<file path="config.mk">
export PLATFORM = sky130hd
export DESIGN_NAME = system_clock_generation
export DESIGN_NICKNAME = d
export VERILOG_FILES = /design/src/common/clk_gen_pkg.sv /design/src/hw/pin_sync.sv /design/src/hw/system_clock_generation.sv
export SDC_FILE = /design/constraint.sdc
export NUM_CORES = 1
export LEC_CHECK = 0
export BUFFER_PORTS_ARGS = -buffer_cell sky130_fd_sc_hd__buf_4
export CAP_MARGIN = 20
export CORE_UTILIZATION = 40
export DETAILED_ROUTE_END_ITERATION = 8
export GPL_TIMING_DRIVEN = 1
export PLACE_DENSITY_LB_ADDON = 0.3
export SETUP_SLACK_MARGIN = 0.02
export SYNTH_ARGS = -nofsm -noshare
export SYNTH_HDL_FRONTEND = slang
export SYNTH_SLANG_ARGS = --single-unit
export TNS_END_PERCENT = 10
</file>
<file path="constraint.sdc">
create_clock -name clk_in -period 2.35 [get_ports clk_in]
set_input_delay 0.1175 -clock clk_in [delete_from_list [all_inputs] [get_ports clk_in]]
set_output_delay 0.1175 -clock clk_in [all_outputs]
set_load 0.05 [all_outputs]
</file>
<file path="src/common/clk_gen_pkg.sv">
// Package with constants for the system clock generation block
package clk_gen_pkg;
   // Register byte offsets
   localparam logic [3:0] CTRL_OFS    = 4'h0;  // Clock source control
   localparam logic [3:0] STATUS_OFS  = 4'h4;  // Mode and clock status
   localparam logic [3:0] SSIDIV_OFS  = 4'h8;  // Sync serial divider select
   // Control field positions
   localparam int T0_EXT_BIT    = 0;  // Timer 0 counts its input pin
   localparam int T1_EXT_BIT    = 1;  // Timer 1 counts its input pin
   localparam int UART_EXT_BIT  = 2;  // UART uses external clock
   // Reset values
   localparam logic [2:0] CTRL_RST   = 3'h0;
   localparam logic [2:0] SSIDIV_RST = 3'h0;  // Divide by 2
   // Quarter-rate prescale width
   localparam int QTR_W = 2;
   // Mode decode of the two straps
   typedef enum logic [1:0] {
      MODE_BYPASS = 2'h0,
      MODE_X1     = 2'h1,
      MODE_X2     = 2'h3,
      MODE_X4     = 2'h2
   } pll_mode_e;
   // Strap pair to mode
   function automatic pll_mode_e strap_to_mode(input logic [1:0] s);
      unique case (s)
         2'h0: strap_to_mode = MODE_BYPASS;
         2'h1: strap_to_mode = MODE_X1;
         2'h2: strap_to_mode = MODE_X2;
         2'h3: strap_to_mode = MODE_X4;
      endcase
   endfunction
endpackage

</file>
<file path="src/hw/pin_sync.sv">
// Two-flop synchroniser bank for pins from outside the clock domain
`timescale 1ns/1ps
`default_nettype none
module pin_sync #(
   parameter int W = 1
) (
   // Clock and reset
   input  wire logic         clk_in,
   input  wire logic         sys_rst_in,
   // Pins and synchronised copies
   input  wire logic [W-1:0] pins_in,
   output logic      [W-1:0] sync_out
);
   logic [W-1:0] meta_q;  // First stage, read only by second stage
   logic [W-1:0] meta_d;
   logic [W-1:0] sync_d;
   // Next values
   always_comb begin
      meta_d = pins_in;
      sync_d = meta_q;
   end
   // Stage registers
   always_ff @(posedge clk_in) begin
      if (sys_rst_in) begin
         meta_q   <= '0;
         sync_out <= '0;
      end else begin
         meta_q   <= meta_d;
         sync_out <= sync_d;
      end
   end
endmodule
`default_nettype wire

</file>
<file path="src/hw/system_clock_generation.sv">
// System clock generation: mode straps, dividers, timer and UART clock selection
//
// Contract
// System clock is reference times one, two, four
// Two straps choose mode during reset
// Bypass uses reference clock directly
// HDLC clocks come straight from pins; code passes them through two sync flops and a register
// Partner keeps HDLC clocks below system clock
// HDLC clocks supported up to 10 MHz
// Serial clock is system clock over 2..256
// Timers 0,1 count pin or quarter clock
// Timer 2 always counts quarter clock
// UART clock is system or external pin
// Bypass output frequency equals oscillator input
// Straps latched at reset release, held after
`timescale 1ns/1ps
`default_nettype none
module system_clock_generation
   import clk_gen_pkg::*;
(
   // Clock and reset
   input  wire logic        clk_in,
   input  wire logic        sys_rst_in,
   // Mode straps
   input  wire logic        pll_mode_strap_a,
   input  wire logic        pll_mode_strap_b,
   // External clock-like pins
   input  wire logic        timer_input_pin_0,
   input  wire logic        timer_input_pin_1,
   input  wire logic        uart_ext_clock,
   input  wire logic [1:0]  hdlc_tx_clock_pin,
   input  wire logic [1:0]  hdlc_rx_clock_pin,
   // Avalon-MM slave
   input  wire logic [3:0]  avs_address,
   input  wire logic        avs_read,
   input  wire logic        avs_write,
   input  wire logic [31:0] avs_writedata,
   output logic      [31:0] avs_readdata,
   output logic             avs_waitrequest,
   // Derived clock enables and selections
   output logic      [1:0]  pll_mult_out,
   output logic             pll_bypass_out,
   output logic             sync_serial_iface_clk_out,
   output logic      [2:0]  timer_tick_out,
   output logic             uart_clk_tick_out,
   output logic      [1:0]  hdlc_tx_clk_out,
   output logic      [1:0]  hdlc_rx_clk_out
);
   // Synchronised pins
   logic [6:0] pins_s;
   logic       strap_a_s;
   logic       strap_b_s;
   logic       tmr0_s;
   logic       tmr1_s;
   logic       uart_ext_clock_s;
   logic [1:0] htx_s;
   logic [1:0] hrx_s;

   // All outside pins pass two flops first
   pin_sync #(.W(7)) u_sync (
      .clk_in     (clk_in),
      .sys_rst_in (sys_rst_in),
      .pins_in    ({pll_mode_strap_a, pll_mode_strap_b, timer_input_pin_0,
                    timer_input_pin_1, uart_ext_clock, hdlc_tx_clock_pin[0],
                    hdlc_rx_clock_pin[0]}),
      .sync_out   (pins_s)
   );
   // Second HDLC channel synchroniser
   logic [1:0] hch1_s;
   pin_sync #(.W(2)) u_sync_h1 (
      .clk_in     (clk_in),
      .sys_rst_in (sys_rst_in),
      .pins_in    ({hdlc_tx_clock_pin[1], hdlc_rx_clock_pin[1]}),
      .sync_out   (hch1_s)
   );
   assign strap_a_s = pins_s[6];
   assign strap_b_s = pins_s[5];
   assign tmr0_s    = pins_s[4];
   assign tmr1_s    = pins_s[3];
   assign uart_ext_clock_s    = pins_s[2];
   assign htx_s     = {hch1_s[1], pins_s[1]};
   assign hrx_s     = {hch1_s[0], pins_s[0]};

   // Mode latch state
   pll_mode_e  mode_q, mode_d;     // Held PLL mode
   logic [2:0] rst_seen_q, rst_seen_d;  // Marker walks to bit 0 as synced straps settle
   logic       bypass_q, bypass_d;
   logic [1:0] mult_q, mult_d;

   // Latch mode once, after the synchroniser holds the release-time straps
   always_comb begin
      mode_d     = mode_q;
      rst_seen_d = {1'b0, rst_seen_q[2:1]};
      // Synchroniser is cleared in reset, so wait out its two stages
      if (rst_seen_q[0]) begin
         mode_d = strap_to_mode({strap_b_s, strap_a_s});
      end
      bypass_d = (mode_d == MODE_BYPASS);
      unique case (mode_d)
         MODE_X2: mult_d = 2'h1;
         MODE_X4: mult_d = 2'h2;
         default: mult_d = 2'h0;  // Times one, or bypass
      endcase
   end

   // Mode registers
   always_ff @(posedge clk_in) begin
      if (sys_rst_in) begin
         mode_q     <= MODE_BYPASS;
         rst_seen_q <= 3'h4;
         bypass_q   <= 1'b1;
         mult_q     <= 2'h0;
      end else begin
         mode_q     <= mode_d;
         rst_seen_q <= rst_seen_d;
         bypass_q   <= bypass_d;
         mult_q     <= mult_d;
      end
   end

   // Software state
   logic [2:0] ctrl_q, ctrl_d;     // Source selections
   logic [2:0] ssidiv_q, ssidiv_d; // Divider exponent minus one
   logic [7:0] ssicnt_q, ssicnt_d; // Serial clock divider counter
   logic       ssiclk_q, ssiclk_d;
   logic [QTR_W-1:0] qcnt_q, qcnt_d;  // Quarter-rate prescaler
   logic [2:0] ttick_q, ttick_d;
   logic       uart_ext_clock_prev_q, uart_ext_clock_prev_d;
   logic       uart_q, uart_d;
   logic [1:0] t_prev_q, t_prev_d;
   logic [1:0] htx_q, htx_d;
   logic [1:0] hrx_q, hrx_d;
   logic [31:0] rdata_q, rdata_d;
   logic       wait_q, wait_d;
   logic       qtick;
   logic [7:0] half_period;

   // Bus, dividers and clock selection
   always_comb begin
      ctrl_d   = ctrl_q;
      ssidiv_d = ssidiv_q;
      rdata_d  = rdata_q;
      // One wait cycle then answer
      wait_d   = 1'b1;
      if ((avs_read || avs_write) && wait_q) begin
         wait_d = 1'b0;
         // Read data prepared now, stands when waitrequest drops
         if (avs_read) begin
            unique case (avs_address)
               CTRL_OFS:   rdata_d = {29'h0, ctrl_q};
               SSIDIV_OFS: rdata_d = {29'h0, ssidiv_q};
               STATUS_OFS: rdata_d = {27'h0, bypass_q, mult_q, mode_q};
               default:    rdata_d = 32'h0;  // Unmapped reads zero
            endcase
         end
      end
      // Write lands only at the edge where waitrequest is seen low
      if (avs_write && !wait_q) begin
         unique case (avs_address)
            CTRL_OFS:   ctrl_d   = avs_writedata[2:0];
            SSIDIV_OFS: ssidiv_d = avs_writedata[2:0];
            default:    ;  // Unmapped writes ignored
         endcase
      end
      // Serial clock: toggle every 2^k cycles gives divide by 2^(k+1)
      half_period = 8'(8'h1 << ssidiv_q);
      ssicnt_d    = ssicnt_q + 8'h1;
      ssiclk_d    = ssiclk_q;
      if (ssicnt_q + 8'h1 >= half_period) begin
         ssicnt_d = 8'h0;
         ssiclk_d = ~ssiclk_q;
      end
      // Quarter-rate tick
      qcnt_d  = qcnt_q + 2'h1;
      qtick   = (qcnt_q == 2'h3);
      t_prev_d = {tmr1_s, tmr0_s};
      ttick_d[0] = ctrl_q[T0_EXT_BIT] ? (tmr0_s & ~t_prev_q[0]) : qtick;
      ttick_d[1] = ctrl_q[T1_EXT_BIT] ? (tmr1_s & ~t_prev_q[1]) : qtick;
      ttick_d[2] = qtick;
      // UART source: system clock every cycle or external rising edge
      uart_ext_clock_prev_d = uart_ext_clock_s;
      uart_d = ctrl_q[UART_EXT_BIT] ? (uart_ext_clock_s & ~uart_ext_clock_prev_q) : 1'b1;
      // HDLC clocks pass from pins through the two-flop synchroniser and one output register
      htx_d = htx_s;
      hrx_d = hrx_s;
   end

   // Registers of the control path
   always_ff @(posedge clk_in) begin
      if (sys_rst_in) begin
         ctrl_q      <= CTRL_RST;
         ssidiv_q    <= SSIDIV_RST;
         ssicnt_q    <= 8'h0;
         ssiclk_q    <= 1'b0;
         qcnt_q      <= '0;
         ttick_q     <= 3'h0;
         uart_ext_clock_prev_q <= 1'b0;
         uart_q      <= 1'b0;
         t_prev_q    <= 2'h0;
         htx_q       <= 2'h0;
         hrx_q       <= 2'h0;
         rdata_q     <= 32'h0;
         wait_q      <= 1'b1;
      end else begin
         ctrl_q      <= ctrl_d;
         ssidiv_q    <= ssidiv_d;
         ssicnt_q    <= ssicnt_d;
         ssiclk_q    <= ssiclk_d;
         qcnt_q      <= qcnt_d;
         ttick_q     <= ttick_d;
         uart_ext_clock_prev_q <= uart_ext_clock_prev_d;
         uart_q      <= uart_d;
         t_prev_q    <= t_prev_d;
         htx_q       <= htx_d;
         hrx_q       <= hrx_d;
         rdata_q     <= rdata_d;
         wait_q      <= wait_d;
      end
   end

   // Outputs straight from flops
   assign avs_readdata              = rdata_q;
   assign avs_waitrequest           = wait_q;
   assign pll_mult_out              = mult_q;
   assign pll_bypass_out            = bypass_q;
   assign sync_serial_iface_clk_out = ssiclk_q;
   assign timer_tick_out            = ttick_q;
   assign uart_clk_tick_out         = uart_q;
   assign hdlc_tx_clk_out           = htx_q;
   assign hdlc_rx_clk_out           = hrx_q;
endmodule
`default_nettype wire

</file>
==> metrics.md <==
| Metric | Value |
|---|---|
| Status | `finished clean` |
| Root Buffer | `clkbuf_8` |
| Top-count cell post-synth | `dfxtp_1` |
| Multi-input gate area | `1130 sq um` |
| Netlist cell types | `41` |
| Top cells by area, synth | `dfxtp_1 48%, buf_4 8.1%, nor2b_1 8.0%, ha_1 5.0%, mux2i_1 4.8%` |
| Max Buffers Root-to-Sink | `2` |
| Initial Utilization | `41.9%` |
| Peak VDD IR | `0.000287 V` |
| Final wirelength | `4.21 mm` |
| Fillers | `576` |
| Post-route ant nets | `0` |
| Pwr Total | `2.12 mW` |
| Startpoint Class | `flip-flop` |
| Req. time, crit path | `2.60 ns` |
| Post-synthesis cell count | `243` |
| Cell count of the worst reg-to-reg path | `9` |
| Final min period | `2.27 ns` |
| Worst skew pair latency | `0.32 ns` |
| First-pass DRT Iterations | `4` |
| Vias | `1738` |
| TritonCTS buffer count | `9` |
| Pwr dens | `688 nW/um^2` |
| CTS clock-pin slew for the worst setup and hold paths | `0.07 ns` |
| Worst-margin pin slew | `0.604 ns` |
| Netlist Area Pre-Place | `2490 sq um` |
| Setup TNS | `0 ns` |
| Row count | `28` |
| Die H | `81.0 microns` |
| Die area | `6560 sq um` |
| FMAX | `441 MHz` |
| Placed Area | `2800 sq um` |
| Fraction of layout cells with a size suffix above 1 | `25.2%` |
| Top cells by count, synth | `60 x dfxtp_1, 32 x nor2b_1, 27 x buf_4, 15 x nor2_1, 12 x mux2i_1` |
| Slew HR | `59.1%` |
| Synth Area per Inst | `10.3 sq um` |
| CTS H-Tree Depth | `3` |
| Number of I/O port buffers | `37` |
| Worst Path Max Fanout | `8` |
| Storage cell area | `1200 sq um` |
| Initial antenna violation count | `0` |
| Core area | `5960 sq um` |
| Synth warn | `0` |
| Period utilization | `96.4%` |
| CP Capture Type | `flip-flop` |
| WL/cell | `11.1 microns` |
| DR DRC count | `0` |
| WS Path Type | `flip-flop to flip-flop` |
| Dpl ws | `0.0480 ns` |
| Layout area overhead | `23.2%` |
| Grt total ovfl | `0` |
| Vias per cell | `4.57` |
| Worst hold path cell count | `2` |
| Final Instance Area | `3070 sq um` |
| Number of synthesized flops with an enable pin | `0` |
| Violation count after the first detailed-route iteration | `37` |
| Final Wtd Congestion | `0.755` |
| CP arrival | `2.52 ns` |
| Final Hold Viols | `0` |
| Placed wire-length estimate | `2.94 mm` |
| Vias in the first global route | `1582` |
| Top-area cell type share of the netlist area | `48.1%` |
| Tot GR Track Use | `13.8%` |
| Setup ws final | `0.0836 ns` |
| CTS tree | `yes` |
| Pleak | `1.37 nW` |
| HP Class | `input port to flip-flop` |
| Largest net degree at the start of global routing | `49` |
| FFs w/ async S/R, synth | `0%` |
| # Post-CTS Setup Buffers | `0` |
| First-pass GRT wire length | `6.76 mm` |
| Cell accounting for the most synthesized area | `dfxtp_1` |
| Die extent in x | `81.0 microns` |
| RSZ-0062 raised after global routing | `true` |
| #FFs+latches synth | `60` |
| Nets | `359` |
| Max Slew Vio Count | `0` |
| Max Cap Viol | `0` |
| Core Util, Final | `51.6%` |
| Antenna cells | `0` |
| Top FF cell, synth | `dfxtp_1` |
| # clock sinks | `60` |
| Final setup viols | `0` |
| # IOs | `94` |
| Final Skew | `0.00677 ns` |
| Seq/Total Area, Yosys | `48.1%` |
==> cell usage in the layout (no fill, tap or decap), drive strengths merged, types with 2 or more instances in the layout <==
| cell | count |
|---|---|
| a21oi | 4 |
| nor2 | 15 |
| nand3b | 5 |
| buf | 48 |
| ha | 10 |
| inv | 3 |
| xnor2 | 2 |
| o21ai | 4 |
| dlygate4sd3 | 9 |
| a211o | 2 |
| clkinv | 3 |
| nor4b | 2 |
| o2bb2ai | 2 |
| clkinvlp | 2 |
| nor2b | 32 |
| xor2 | 5 |
| dfxtp | 60 |
| nand4 | 3 |
| nand3 | 4 |
| mux2i | 12 |
| o211ai | 2 |
| or3b | 2 |
| a22oi | 2 |
| nor3 | 4 |
| nor3b | 8 |
| a22o | 3 |
| clkbuf | 11 |
| conb | 27 |
| nand2 | 9 |
==> what timing repair did <==
| item | in CTS | in global routing |
|---|---|---|
| endpoints found under the hold margin | 9 | 0 |
| resized for setup | 0 | 5 |
| endpoints found under the setup margin | 0 | 9 |
| hold buffers | 9 | 0 |
==> stage by stage <==
| stage | cells | hold WS [ns] |
|---|---|---|
| 2_1_floorplan | 269 | 0.145 |
| 3_3_place_gp | 355 | 0.329 |
| 3_5_place_dp | 355 | 0.332 |
| 4_1_cts | 380 | 0.00314 |
| 5_1_grt | 380 | 0.0286 |
| 6_report | 380 | 0.0180 |
==> layout make-up <==
class | instances | area share [%]
clock inverters | 5 | 1.22
repair buffers | 57 | 14.8
multi-input cells | 169 | 36.8
inverters | 3 | 0.366
flip-flops and latches | 60 | 39.2
clock buffers | 11 | 4.60
well taps | 75 | 3.05
==> worst max-delay path: stages, from the launching register on <==
cell and delay, ns:
dfxtp_1 0.34, nand4_1 0.13, nor2_1 0.15, xor2_1 0.22
ha_1 0.28, a211o_1 0.28, o211a_1 0.14, or3_1 0.32
buf_6 0.16, nor3b_2 0.17
==> per-layer routing <==
metal / vias to the layer above / track usage (%) / wire (microns)
met5: - / 0 / 0
met4: 0 / 9.64 / 93
met3: 8 / 2.58 / 198
met2: 52 / 23.7 / 1960
met1: 795 / 15.4 / 1960
li1: 883 / - / -
==> cells by family (layout without fill, tap and decap cells) <==
family,count (synthesis),count (layout),synth area share (%)
compound gates,22,22,6.42
xor+xnor,7,7,2.46
fa+ha+maj,10,10,5.02
buf+inv,40,76,10.4
flops,60,60,48.1
mux,12,12,4.81
other cells,1,27,0.150
simple gates,91,91,22.6
==> flip-flops by register name (all words and copies together), names as in the netlist, 3 cells and up <==
| name | cells |
|---|---|
| ssicnt_q | 8 |
| u_sync.meta_q | 7 |
| u_sync.sync_out | 7 |
| avs_readdata | 5 |
| ctrl_q | 3 |
| rst_seen_q | 3 |
| ssidiv_q | 3 |
| timer_tick_out | 3 |
==> power by group <==
part,switching [mW],internal [mW],total (mW)
registers,0.0114,1.05,1.06
logic,0.169,0.0673,0.236
clock network,0.408,0.413,0.821
total,0.588,1.53,2.12
==> path summary, 6_finish.rpt <==
path	start	endpoint	slack (ns)
max	ssicnt_q[2]	ssicnt_q[7]	0.08
min	avs_read	avs_waitrequest	0.02
max reg2reg	ssicnt_q[2]	ssicnt_q[7]	0.08
min reg2reg	qcnt_q[0]	qcnt_q[0]	0.43
No activity file was read; power rests on OpenSTA's default activity.
